File: src/comr_pkg.sv
// Constants, field layout and types for the channel one map register bank
package comr_pkg;

    // ************************************************************
    // Register bus and addresses
    // ************************************************************
    localparam int unsigned ADDR_W = 8;
    localparam int unsigned DATA_W = 16;
    localparam logic [ADDR_W-1:0] CHANNEL_ONE_MAP_ADDR = 8'h11;
    localparam logic [ADDR_W-1:0] STATUS_ADDR          = 8'h40;
    localparam logic [DATA_W-1:0] CHANNEL_ONE_MAP_RESET = 16'h0001;
    localparam logic [DATA_W-1:0] DATA_ZERO            = 16'h0000;

    // ************************************************************
    // Map register field layout
    // ************************************************************
    localparam int unsigned ENABLE_BIT  = 15;
    localparam int unsigned RSVD_TOP    = 14;
    localparam int unsigned SETUP_HI    = 13;
    localparam int unsigned SETUP_LO    = 12;
    localparam int unsigned RSVD_HI     = 11;
    localparam int unsigned RSVD_LO     = 10;
    localparam int unsigned POS_HI      = 9;
    localparam int unsigned POS_LO      = 5;
    localparam int unsigned NEG_HI      = 4;
    localparam int unsigned NEG_LO      = 0;
    localparam int unsigned SRC_W       = 5;
    localparam int unsigned SETUP_W     = 2;
    localparam int unsigned SETUP_COUNT = 4;
    // Bits software can change; reserved bits stay zero
    localparam logic [DATA_W-1:0] WRITABLE_MASK = 16'hB3FF;
    localparam logic [DATA_W-1:0] RESERVED_MASK = 16'h4C00;

    // ************************************************************
    // Input source codes and route positions
    // ************************************************************
    localparam logic [SRC_W-1:0] SRC_ANALOG_INPUT_ZERO    = 5'h00;
    localparam logic [SRC_W-1:0] SRC_ANALOG_INPUT_ONE    = 5'h01;
    localparam logic [SRC_W-1:0] SRC_ANALOG_INPUT_TWO    = 5'h02;
    localparam logic [SRC_W-1:0] SRC_ANALOG_INPUT_THREE    = 5'h03;
    localparam logic [SRC_W-1:0] SRC_ANALOG_INPUT_FOUR    = 5'h04;
    localparam logic [SRC_W-1:0] SRC_REF_POS = 5'h15;
    localparam logic [SRC_W-1:0] SRC_REF_NEG = 5'h16;
    localparam int unsigned ROUTE_W       = 7;
    localparam int unsigned ROUTE_REF_POS = 5;
    localparam int unsigned ROUTE_REF_NEG = 6;

    // ************************************************************
    // Status register layout
    // ************************************************************
    localparam int unsigned ST_ENABLE    = 0;
    localparam int unsigned ST_BUSY      = 1;
    localparam int unsigned ST_POS_BAD   = 2;
    localparam int unsigned ST_NEG_BAD   = 3;
    localparam int unsigned ST_WRITE_ERR = 4;
    localparam int unsigned ST_SETUP_LO  = 8;

    // Conversion phase of this channel
    typedef enum logic [0:0] {
        COMR_IDLE,
        COMR_CONVERTING
    } comr_state_e;

endpackage

File: src/comr_map_store.sv
// Storage cell for the channel one map register with masked writes
`timescale 1ns/1ps
`default_nettype none

module comr_map_store
    import comr_pkg::*;
(
    // Clock and reset
    input  wire logic              clk,
    input  wire logic              rst,
    // Write side
    input  wire logic              wr_en,
    input  wire logic [DATA_W-1:0] wr_data,
    // Stored value
    output logic      [DATA_W-1:0] value
);

    // Masked write; reserved bits always load zero
    always_ff @(posedge clk)
    begin
        if (rst)
            value <= CHANNEL_ONE_MAP_RESET;
        else if (wr_en)
            value <= wr_data & WRITABLE_MASK;
    end

endmodule

`default_nettype wire

File: src/comr_top.sv
// Channel one map register bank with input routing and setup selection
`timescale 1ns/1ps
`default_nettype none

module comr_top
    import comr_pkg::*;
(
    // Clock and reset
    input  wire logic                   clk,
    input  wire logic                   rst,
    // Register port
    input  wire logic [ADDR_W-1:0]      reg_addr,
    input  wire logic [DATA_W-1:0]      reg_wdata,
    input  wire logic                   reg_wr,
    input  wire logic                   reg_rd,
    output logic      [DATA_W-1:0]      reg_rdata,
    // Sequencer handshake
    input  wire logic                   convert_start,
    input  wire logic                   convert_done,
    // Register fields
    output logic                        channel_one_enable,
    output logic      [SETUP_W-1:0]     channel_one_setup_select,
    output logic      [SRC_W-1:0]       channel_one_positive_source,
    output logic      [SRC_W-1:0]       channel_one_negative_source,
    // Conversion controls
    output logic                        channel_one_busy,
    output logic      [SETUP_COUNT-1:0] setup_group_select,
    output logic      [ROUTE_W-1:0]     positive_route,
    output logic      [ROUTE_W-1:0]     negative_route
);

    // ************************************************************
    // Helper functions
    // ************************************************************

    // Source code to one-hot switch pattern; unknown codes open all
    function automatic logic [ROUTE_W-1:0] source_route(input logic [SRC_W-1:0] code);
        logic [ROUTE_W-1:0] route;
        route = '0;
        unique case (code)
            SRC_ANALOG_INPUT_ZERO:    route[0] = 1'b1;
            SRC_ANALOG_INPUT_ONE:    route[1] = 1'b1;
            SRC_ANALOG_INPUT_TWO:    route[2] = 1'b1;
            SRC_ANALOG_INPUT_THREE:    route[3] = 1'b1;
            SRC_ANALOG_INPUT_FOUR:    route[4] = 1'b1;
            SRC_REF_POS: route[ROUTE_REF_POS] = 1'b1;
            SRC_REF_NEG: route[ROUTE_REF_NEG] = 1'b1;
            default:     route = '0;
        endcase
        return route;
    endfunction

    // True for a code that names a real source
    function automatic logic source_valid(input logic [SRC_W-1:0] code);
        return |source_route(code);
    endfunction

    // Setup number to one-hot group select
    function automatic logic [SETUP_COUNT-1:0] setup_onehot(input logic [SETUP_W-1:0] sel);
        logic [SETUP_COUNT-1:0] grp;
        grp = '0;
        grp[sel] = 1'b1;
        return grp;
    endfunction

    // ************************************************************
    // Address decode
    // ************************************************************

    logic              map_hit;
    logic              status_hit;
    logic              map_wr;
    logic              status_rd;
    logic [DATA_W-1:0] map_value;
    logic [SRC_W-1:0]  wr_pos_code;
    logic [SRC_W-1:0]  wr_neg_code;
    logic              wr_bad;

    // Register selects
    assign map_hit    = (reg_addr == CHANNEL_ONE_MAP_ADDR);
    assign status_hit = (reg_addr == STATUS_ADDR);
    assign map_wr     = reg_wr && map_hit;
    assign status_rd  = reg_rd && status_hit;

    // Write content checks
    assign wr_pos_code = reg_wdata[POS_HI:POS_LO];
    assign wr_neg_code = reg_wdata[NEG_HI:NEG_LO];
    assign wr_bad      = map_wr && (((reg_wdata & RESERVED_MASK) != DATA_ZERO)
                         || !source_valid(wr_pos_code)
                         || !source_valid(wr_neg_code));

    // ************************************************************
    // Map register storage
    // ************************************************************

    // Sixteen-bit map, reset 0x0001, reserved bits forced to zero
    comr_map_store u_store
    (
        .clk     (clk),
        .rst     (rst),
        .wr_en   (map_wr),
        .wr_data (reg_wdata),
        .value   (map_value)
    );

    // Field views of the stored map
    logic                   map_enable;
    logic [SETUP_W-1:0]     map_setup;
    logic [SRC_W-1:0]       map_pos;
    logic [SRC_W-1:0]       map_neg;

    assign map_enable = map_value[ENABLE_BIT];
    assign map_setup  = map_value[SETUP_HI:SETUP_LO];
    assign map_pos    = map_value[POS_HI:POS_LO];
    assign map_neg    = map_value[NEG_HI:NEG_LO];

    // ************************************************************
    // Conversion state
    // ************************************************************

    comr_state_e state;
    comr_state_e next_state;
    logic        start_ok;

    // A start is taken only while the channel is enabled
    assign start_ok = convert_start && map_enable;

    // Next conversion phase
    always_comb
    begin
        next_state = state;
        unique case (state)
            COMR_IDLE:
            begin
                if (start_ok)
                    next_state = COMR_CONVERTING;
            end
            COMR_CONVERTING:
            begin
                if (convert_done || !map_enable)
                    next_state = COMR_IDLE;
            end
        endcase
    end

    // Phase register
    always_ff @(posedge clk)
    begin
        if (rst)
            state <= COMR_IDLE;
        else
            state <= next_state;
    end

    // ************************************************************
    // Conversion controls
    // ************************************************************

    logic converting_next;

    assign converting_next = (next_state == COMR_CONVERTING);

    // Busy flag follows the phase
    always_ff @(posedge clk)
    begin
        if (rst)
            channel_one_busy <= 1'b0;
        else
            channel_one_busy <= converting_next;
    end

    // Setup group and input switches, captured at conversion start
    always_ff @(posedge clk)
    begin
        if (rst)
        begin
            setup_group_select <= '0;
            positive_route     <= '0;
            negative_route     <= '0;
        end
        else if (!converting_next)
        begin
            setup_group_select <= '0;
            positive_route     <= '0;
            negative_route     <= '0;
        end
        else if (state == COMR_IDLE)
        begin
            setup_group_select <= setup_onehot(map_setup);
            positive_route     <= source_route(map_pos);
            negative_route     <= source_route(map_neg);
        end
    end

    // ************************************************************
    // Field outputs
    // ************************************************************

    // Registered copies of the live fields
    always_ff @(posedge clk)
    begin
        if (rst)
        begin
            channel_one_enable          <= CHANNEL_ONE_MAP_RESET[ENABLE_BIT];
            channel_one_setup_select    <= CHANNEL_ONE_MAP_RESET[SETUP_HI:SETUP_LO];
            channel_one_positive_source <= CHANNEL_ONE_MAP_RESET[POS_HI:POS_LO];
            channel_one_negative_source <= CHANNEL_ONE_MAP_RESET[NEG_HI:NEG_LO];
        end
        else
        begin
            channel_one_enable          <= map_enable;
            channel_one_setup_select    <= map_setup;
            channel_one_positive_source <= map_pos;
            channel_one_negative_source <= map_neg;
        end
    end

    // ************************************************************
    // Write error flag
    // ************************************************************

    logic write_err;

    // Sticky; a new error wins over the clear by status read
    always_ff @(posedge clk)
    begin
        if (rst)
            write_err <= 1'b0;
        else if (wr_bad)
            write_err <= 1'b1;
        else if (status_rd)
            write_err <= 1'b0;
    end

    // ************************************************************
    // Read path
    // ************************************************************

    logic [DATA_W-1:0] status_word;

    // Status view of the block's own state
    always_comb
    begin
        status_word                           = DATA_ZERO;
        status_word[ST_ENABLE]                = map_enable;
        status_word[ST_BUSY]                  = channel_one_busy;
        status_word[ST_POS_BAD]               = !source_valid(map_pos);
        status_word[ST_NEG_BAD]               = !source_valid(map_neg);
        status_word[ST_WRITE_ERR]             = write_err;
        status_word[ST_SETUP_LO+SETUP_W-1:ST_SETUP_LO] = map_setup;
    end

    // Read data one cycle after the strobe, zero otherwise
    always_ff @(posedge clk)
    begin
        if (rst)
            reg_rdata <= DATA_ZERO;
        else if (reg_rd && map_hit)
            reg_rdata <= map_value;
        else if (status_rd)
            reg_rdata <= status_word;
        else
            reg_rdata <= DATA_ZERO;
    end

endmodule

`default_nettype wire

File: config.mk
export PLATFORM = sky130hd
export DESIGN_NAME = comr_top
export DESIGN_NICKNAME = d
export VERILOG_FILES = /design/src/comr_pkg.sv /design/src/comr_map_store.sv /design/src/comr_top.sv
export SDC_FILE = /design/constraint.sdc
export NUM_CORES = 1
export LEC_CHECK = 0
export CAP_MARGIN = 20
export CELL_PAD_IN_SITES_DETAIL_PLACEMENT = 1
export CELL_PAD_IN_SITES_GLOBAL_PLACEMENT = 2
export CORE_UTILIZATION = 34
export CTS_BUF_LIST = sky130_fd_sc_hd__clkbuf_8
export CTS_CLUSTER_DIAMETER = 40
export CTS_CLUSTER_SIZE = 28
export DETAILED_ROUTE_END_ITERATION = 12
export DONT_BUFFER_PORTS = 1
export PLACE_DENSITY_LB_ADDON = 0.3
export SYNTH_ARGS = -nofsm -noshare
export SYNTH_HDL_FRONTEND = slang
export SYNTH_SLANG_ARGS = --single-unit
File: constraint.sdc
create_clock -name clk -period 1.49 [get_ports clk]
set_input_delay 0.298 -clock clk [delete_from_list [all_inputs] [get_ports clk]]
set_output_delay 0.298 -clock clk [all_outputs]
set_load 0.02 [all_outputs]
==> impl_metrics.yaml, run 1 <==
yosys:
  synthTopCellsByArea: "dfxtp_1 (56%), nor2_1 (5.2%), o22a_1 (5.0%)"
  synth_top_area_share_pct: 56.0
  ys_seq_area_share_pct: 56.0
  synthArstFlopShare_pct: 0
  netlist_instances: 216
  ys_warn_count: 0
  synth_area_um2: 2110
  synth.avg_cell_area_um2: 9.77
  synth_top_cell_by_area: "dfxtp_1"
  synth_ff_type: "dfxtp_1"
  ys_ff_latch: 59
  ys_types: 38
  synth-edff-count: 0
worst_setup_path:
  cp.required_ps: 1190
  worstSetupPathType: "register to output pin"
  path_buf_inv: 2
  reg2reg_depth: 6
  worst-path-stages: 2
  cp_slowest_stage_delay_ps: 400
  arrival_ps: 1090
  worstSetupEndpointType: "output pin"
  critical-path-top-delay-family: "flip-flops"
  startpoint_type: "register"
  crit_path_top_delay_cell: "dfxtp_2"
  cp_max_fo: 18
  crit_chain: "buf_6 -> buf_4"
cts:
  clock-sinks: 59
  clock-root-buffer: "clkbuf_8"
  clock_latency_ps: 340
  h-tree-depth: 3
  clkTransAtPathRegs_ps: 70
  clock_path_buffers: 2
  postCtsSetupRepairBufs: 0
  tritoncts: "yes"
  cts_buffers: 9
global_route:
  grt_max_degree: 22
  grt_pass1_wl_um: 8360
  grtUsageTotal_pct: 17.6
  overflow: 0
  grt_pass1_vias: 1670
  antenna_found_initial: 0
sta:
  timing.fmax_ghz: 0.721
  timing.final.max_slew_violations: 0
  finalCriticalPeriod_ps: 1390
  rsz0062_at_grt: "no"
  hold_viol: 0
  finalCritPeriodShare_pct: 93.1
  clock_skew_ps: 8.65
  setup_violations: 0
  finalWorstSetupSlack_ps: 103
worst_hold_path:
  holdPathStages: 1
  hold_path.class: "primary input to register"
pwr:
  p_leak_nw: 0.929
  clockPowerShare_pct: 49.1
  intPower_w: 0.00252
  p_sw_w: 0.000651
  sequentialPowerShare_pct: 49.9
  power_per_cell_area_nw_per_um2: 1260
  ir_drop_mv: 0.557
  switching_share_pct: 20.6
  pwr-share-comb_pct: 1.0
routing:
  drt_first_iter_violations: 63
  route.detailed.drc: 0
  drt_pass1_iterations: 4
  routed_wl_um: 5360
  routedWlPerCell_um: 17.2
  antenna_left: 0
  vias: 1657
  avgViaCountPerCell: 5.31
floorplanning:
  fp.dieH_um: 80.8
  ios: 78
  floorplan.initialDensity_pct: 35.4
  core_area_um2: 5960
  die_x_um: 80.8
  rows: 28
  dieArea_um2: 6520
placed_design:
  place_ws_ps: -207
  post-dp-hpwl_um: 3840
  portBuffers: 0
  place_congestion: 0.790
finish:
  layout-drive-gt1-share_pct: 16.0
  diodes: 0
  syn_to_final_growth_pct: 19.3
  layout_common_cells: "dfxtp_1 (58), nor2_1 (29), nor2b_1 (14)"
  final_common_cell: "dfxtp_1"
  nets: 262
  finish.utilization_pct: 42.2
status:
  status: "complete, no violations"
job:
  max-cap-violations: 0
[registers in the layout, indices dropped and copies added (netlist names)]
name / count
channel_one_setup_select: 2
channel_one_positive_source: 5
u_store.value: 13
channel_one_negative_source: 5
reg_rdata: 13
negative_route: 7
positive_route: 7
channel_one_busy: 1
channel_one_enable: 1
setup_group_select: 4
write_err: 1
[layout make-up]
class                      instances  area (um2)
clock buffer                       9         124
clock inverter                     7        83.8
fill                             688        3440
inverter                           3        11.3
multi-input combinational        142         850
sequential                        59        1180
tap                               75        93.8
timing repair buffer              17         171
[power by group through the flow]
stage,clock (W),sequential [W],combinational [W]
after global routing,0.00167,0.00158,0.0000363
after floorplan,0,0.00162,0.0000370
after global placement,0,0.00162,0.0000293
after detailed placement,0,0.00162,0.0000305
after CTS,0.00158,0.00158,0.0000308
final,0.00155,0.00158,0.0000331
[cell usage after synthesis (2+ instances only)]
master,instances
nor2_2,2
nor2b_1,14
a32oi_1,2
nor3_1,4
o22a_1,12
nand2_1,5
o21ai_0,10
nand3_1,5
and2_1,6
nor2_1,29
inv_1,3
a22o_1,2
nand4b_1,3
dfxtp_1,59
clkbuf_1,6
or2_2,2
nor4_1,2
a22oi_1,13
nand2b_1,2
a21oi_1,13
buf_4,5
[stage by stage]
step	hold slack (ps)	cells	total power [W]	setup TNS (ps)	area [um2]
after floorplan	400	218	0.00165	-578	2120
after CTS	4.43	311	0.00319	0	2510
after global routing	3.59	312	0.00328	0	2520
after global placement	371	295	0.00164	-2040	2290
after detailed placement	373	295	0.00165	-2950	2290
final	15.0	312	0.00317	0	2520
[path summary, 6_finish.rpt]
kind / slack [ps] / end / from
worst max-delay path: 100 / channel_one_busy / channel_one_busy$_SDFF_PP0_
worst min register to register: 470 / write_err$_SDFFE_PP0P_ / write_err$_SDFFE_PP0P_
worst max register to register: 360 / reg_rdata[3]$_SDFF_PP0_ / u_store.value[4]$_SDFFE_PP0P_
worst min-delay path: 20 / write_err$_SDFFE_PP0P_ / rst
[metal layers]
layer,global-route usage (%),wire (um),up-vias
li1,-,-,794
met1,19.2,2240,795
met2,29.3,2650,58
met3,7.75,364,10
met4,8.21,98,0
met5,0,0,-
[repair_timing]
| item | in CTS | in global routing |
|---|---|---|
| endpoints found under the setup margin | 1 | 0 |
| hold buffers | 0 | 1 |
| hold endpoints to repair | 0 | 1 |
| gates resized for setup | 2 | 0 |
[kinds of logic after synthesis]
kind of cell,count (synthesis),synth area share [%]
buf+inv,17,4.33
compound gates,55,17.9
simple gates,84,21.6
other cells,1,0.178
flops,59,56.0
No activity file was read; power rests on OpenSTA's default activity.
==> run 2: changes to the inputs <==
clock period = 1.1 ns   (was 1.49 ns; I/O delays follow)
==> run 2 against run 1 <==
  * The flow now finishes with violations (negative hold slack, negative setup slack)
  * Clock skew down 4.7 ps
  * Count of clock-buffer cells in the layout up 2
  * First-iteration DRC count down 44%
  * Sequential cell count unchanged
  * Global-route usage up 0.63 points
  * Power up 46%
  * Non-clock buffer count up 11
  * Routed wire length up 4.0%
  * Sequential power up 35%
  * Critical path type is now primary input to register
  * Largest cell class unchanged
  * Highest routed layer unchanged
==> impl_metrics.yaml, run 2 (synthesized netlist as in run 1, its figures left out) <==
sta:
  rsz0062_at_grt: "yes"
  hold_viol: 13
  whs_ps: -46.0
  finalCritPeriodShare_pct: 112
  setup_violations: 46
  timing.final.max_slew_violations: 0
  finalWorstSetupSlack_ps: -127
  timing.fmax_ghz: 0.815
  clock_skew_ps: 3.98
  finalCriticalPeriod_ps: 1230
placed_design:
  portBuffers: 0
  place_congestion: 0.855
  post-dp-hpwl_um: 3840
  placed_cell_area_um2: 2320
cts:
  tritoncts: "yes"
  clock_latency_ps: 330
  clock_path_buffers: 2
  clock-sinks: 59
  clkTransAtPathRegs_ps: 70
  cts_buffers: 9
  clock-root-buffer: "clkbuf_8"
  h-tree-depth: 3
worst_setup_path:
  reg2reg_depth: 5
  cp.required_ps: 1370
  startpoint_type: "primary input"
  worstSetupEndpointType: "register"
  ff2ff_setup_slack_ps: -60
  cp_max_fo: 8
  arrival_ps: 1500
  worstSetupPathType: "primary input to register"
global_route:
  overflow: 0
  grt_pass1_vias: 1699
  antenna_found_initial: 0
  grt_max_degree: 22
  grtUsageTotal_pct: 18.2
  grt_pass1_wl_um: 8650
floorplanning:
  floorplan.initialDensity_pct: 35.4
  core_area_um2: 5960
  fp.dieH_um: 80.8
  dieArea_um2: 6520
  die_x_um: 80.8
  ios: 78
  rows: 28
status:
  violations: "negative hold slack, negative setup slack"
  status: "finished with violations"
finish:
  reg_top3: "reg_rdata (13), u_store.value (13)"
  nets: 273
  final_area_um2: 2810
  layout_common_cells: "dfxtp_1 (55), nor2_1 (20), buf_4 (18)"
  final_common_cell: "dfxtp_1"
  syn_to_final_growth_pct: 33.1
  diodes: 0
  layout-drive-gt1-share_pct: 31.6
routing:
  route.detailed.drc: 0
  drt_pass1_iterations: 4
  drt_first_iter_violations: 35
  routedWlPerCell_um: 17.3
  vias: 1678
  avgViaCountPerCell: 5.21
  routed_wl_um: 5580
  antenna_left: 0
worst_hold_path:
  hold_path.class: "primary input to register"
  holdPathStages: 1
pwr:
  power_per_cell_area_nw_per_um2: 1650
  p_leak_nw: 1.02
  ir_drop_mv: 0.793
  totalPowerFinal_w: 0.00464
job:
  max-cap-violations: 0
-- run 2: metal layers --
metal	up-vias	GRT usage, %	wire length (um)	part of all wire [%]
met5	-	0	0	0
met3	8	8.09	362	6.5
met1	801	20.4	2280	41
met4	0	7.50	76	1.4
met2	54	30.1	2850	51
li1	815	-	-	-
-- run 2: area by class of cell --
type / count / area (um2)
repair buffers: 28 / 294
well taps: 75 / 93.8
inverters: 3 / 11.3
fillers: 676 / 3150
flip-flops and latches: 59 / 1190
clock inverters: 4 / 97.6
clock buffers: 11 / 151
multi-input cells: 142 / 971
-- run 2: what timing repair did --
action,CTS,global route
resized for setup,16,32
endpoints found under the hold margin,19,20
pin swaps,6,10
gates cloned,1,1
endpoints found under the setup margin,37,47
setup buffers,3,3
-- run 2: metrics by stage --
step           TNS (ps)  cells  setup WS, ps  hold slack, ps  utilization [%]
6_report          -2980    322          -127           -46.0             47.1
5_1_grt           -4490    322          -149           -75.7             47.1
4_1_cts           -1570    318          -107           -66.1             44.8
3_5_place_dp     -11180    299          -508             300             38.9
3_3_place_gp     -10080    299          -460             293             38.9
2_1_floorplan    -10440    218          -364             322                -
-- run 2: where the power goes --
group	internal (W)	switching (W)	total, W	leakage [nW]
combinational	0.0000209	0.0000252	0.0000461	0.422
clock	0.00162	0.000835	0.00245	0.122
sequential	0.00214	0.00000304	0.00214	0.477
-- run 2: critical path, cell delays in order --
cell,delay [ps]
or4_4,530
nor2_4,160
and4_4,320
buf_4,140
a22o_1,120
-- run 2: worst paths after layout --
kind                                                  endpoint                   startpoint
worst max register to register  negative_route[4]$_SDFFE_PP0N_  channel_one_busy$_SDFF_PP0_
worst max-delay path                   reg_rdata[9]$_SDFF_PP0_                  reg_addr[5]
worst min register to register          write_err$_SDFFE_PP0P_       write_err$_SDFFE_PP0P_
worst min-delay path                   reg_rdata[2]$_SDFF_PP0_                          rst
==> run 3: changes to the inputs <==
CORE_MARGIN = 4   (was not set)
SKIP_LAST_GASP = 1   (was not set)
==> run 3 against run 2 <==
  * The run still ends with negative hold slack, negative setup slack left
  * Maximum frequency shrank 1.5%
  * Sequential cell count is the same
  * Core utilization grew 2.6 points
  * Cell count grew 5.3%
  * Clock power shrank 20%
  * Via count grew 8.8%
==> impl_metrics.yaml, run 3 (synthesized netlist as in run 1, its figures left out) <==
floorplanning:
  die_x_um: 86.8
  core_area_um2: 5960
  rows: 28
  fp.dieH_um: 86.8
  ios: 78
  dieArea_um2: 7530
  floorplan.initialDensity_pct: 35.4
finish:
  layout-drive-gt1-share_pct: 36.7
  syn_to_final_growth_pct: 40.5
  finish.utilization_pct: 49.7
  multiInputGateArea_um2: 1030
  n_fill_cell: 675
  nets: 289
  regArea_um2: 1200
  reg_top3: "reg_rdata (13), u_store.value (13)"
  layout_common_cells: "dfxtp_1 (48), nor2_1 (28), buf_4 (27)"
  final_common_cell: "dfxtp_1"
  diodes: 0
routing:
  avgViaCountPerCell: 5.38
  routed_wl_um: 6490
  antenna_left: 0
  drt_first_iter_violations: 58
  vias: 1825
  routedWlPerCell_um: 19.1
  drt_pass1_iterations: 4
  route.detailed.drc: 0
worst_setup_path:
  startpoint_type: "primary input"
  worstSetupEndpointType: "register"
  worstSetupPathType: "primary input to register"
  cp.required_ps: 1380
  arrival_ps: 1530
  cp_max_fo: 5
global_route:
  antenna_found_initial: 0
  grt_pass1_vias: 1858
  grt_pass1_wl_um: 9230
  grtUsageTotal_pct: 16.2
  overflow: 0
  grt_max_degree: 22
placed_design:
  portBuffers: 0
  place_congestion: 0.842
  place_ws_ps: -456
  post-dp-hpwl_um: 4250
cts:
  clock_path_buffers: 2
  h-tree-depth: 3
  tritoncts: "yes"
  clock_latency_ps: 350
  cts_buffers: 9
  clock-root-buffer: "clkbuf_8"
  cts_hold_buf: 7
  clkTransAtPathRegs_ps: 70
  clock-sinks: 59
sta:
  whs_ps: -68.3
  setup_violations: 28
  finalCriticalPeriod_ps: 1250
  timing.final.max_slew_violations: 0
  hold_viol: 19
  timing.fmax_ghz: 0.803
  rsz0062_at_grt: "yes"
  clock_skew_ps: 7.77
  finalWorstSetupSlack_ps: -145
  finalCritPeriodShare_pct: 113
pwr:
  p_leak_nw: 1.10
  totalPowerFinal_w: 0.00415
  ir_drop_mv: 0.721
  power_per_cell_area_nw_per_um2: 1400
job:
  max-cap-violations: 0
worst_hold_path:
  hold_path.class: "primary input to register"
status:
  violations: "negative hold slack, negative setup slack"
  status: "finished with violations"
==> run 3: worst paths after layout <==
| path | start | to | slack (ps) | cells past startpoint |
|---|---|---|---|---|
| worst min-delay path | rst | write_err$_SDFFE_PP0P_ | -70 | 1 |
| worst max-delay path | reg_addr[5] | write_err$_SDFFE_PP0P_ | -150 | 7 |
| worst max register to register | u_store.value[9]$_SDFFE_PP0P_ | positive_route[3]$_SDFFE_PP0N_ | -40 | 4 |
| worst min register to register | write_err$_SDFFE_PP0P_ | write_err$_SDFFE_PP0P_ | 510 | 2 |
==> run 3: worst max-delay path, stage by stage <==
cell      delay [ps]
or4_4            530
nor2_4           140
buf_6            110
nand3_4          100
buf_6            150
o21bai_4         160
a21oi_2          110
==> run 3: where the power goes <==
group | leakage (nW) | switching (W) | internal (W)
logic | 0.519 | 0.0000325 | 0.0000378
clock network | 0.0970 | 0.000917 | 0.00104
registers | 0.481 | 0.00000335 | 0.00213
total | 1.10 | 0.000953 | 0.00320
==> run 3: metrics by stage <==
step	instance area, um2	cells	TNS, ps	hold slack [ps]
6_report	2960	339	-2490	-68.3
3_5_place_dp	2350	301	-12180	297
5_1_grt	2960	339	-4130	-82.3
2_1_floorplan	2150	218	-10440	322
3_3_place_gp	2350	301	-10470	293
4_1_cts	2680	326	-660	-78.7
==> run 3: timing repair <==
action                                  in CTS  in global routing
buffers inserted                             2                 12
endpoints found under the hold margin       26                 19
endpoints found under the setup margin      44                 46
cloned                                       0                  1
resized for setup                           15                 43
pin swaps                                    2                 27
==> run 3: final cells by class <==
class,count,share of cell area (%)
sequential,59,40.7
tap,75,3.17
clock inverter,7,2.32
inverter,3,0.380
clock buffer,9,4.18
timing repair buffer,44,14.4
multi-input combinational,142,34.9
==> run 3: layer usage <==
layer / track usage, % / part of all wire, %
met2: 25.9 / 51
met5: 0 / 0
met1: 16.9 / 39
met3: 7.79 / 8.0
met4: 10.6 / 2.0
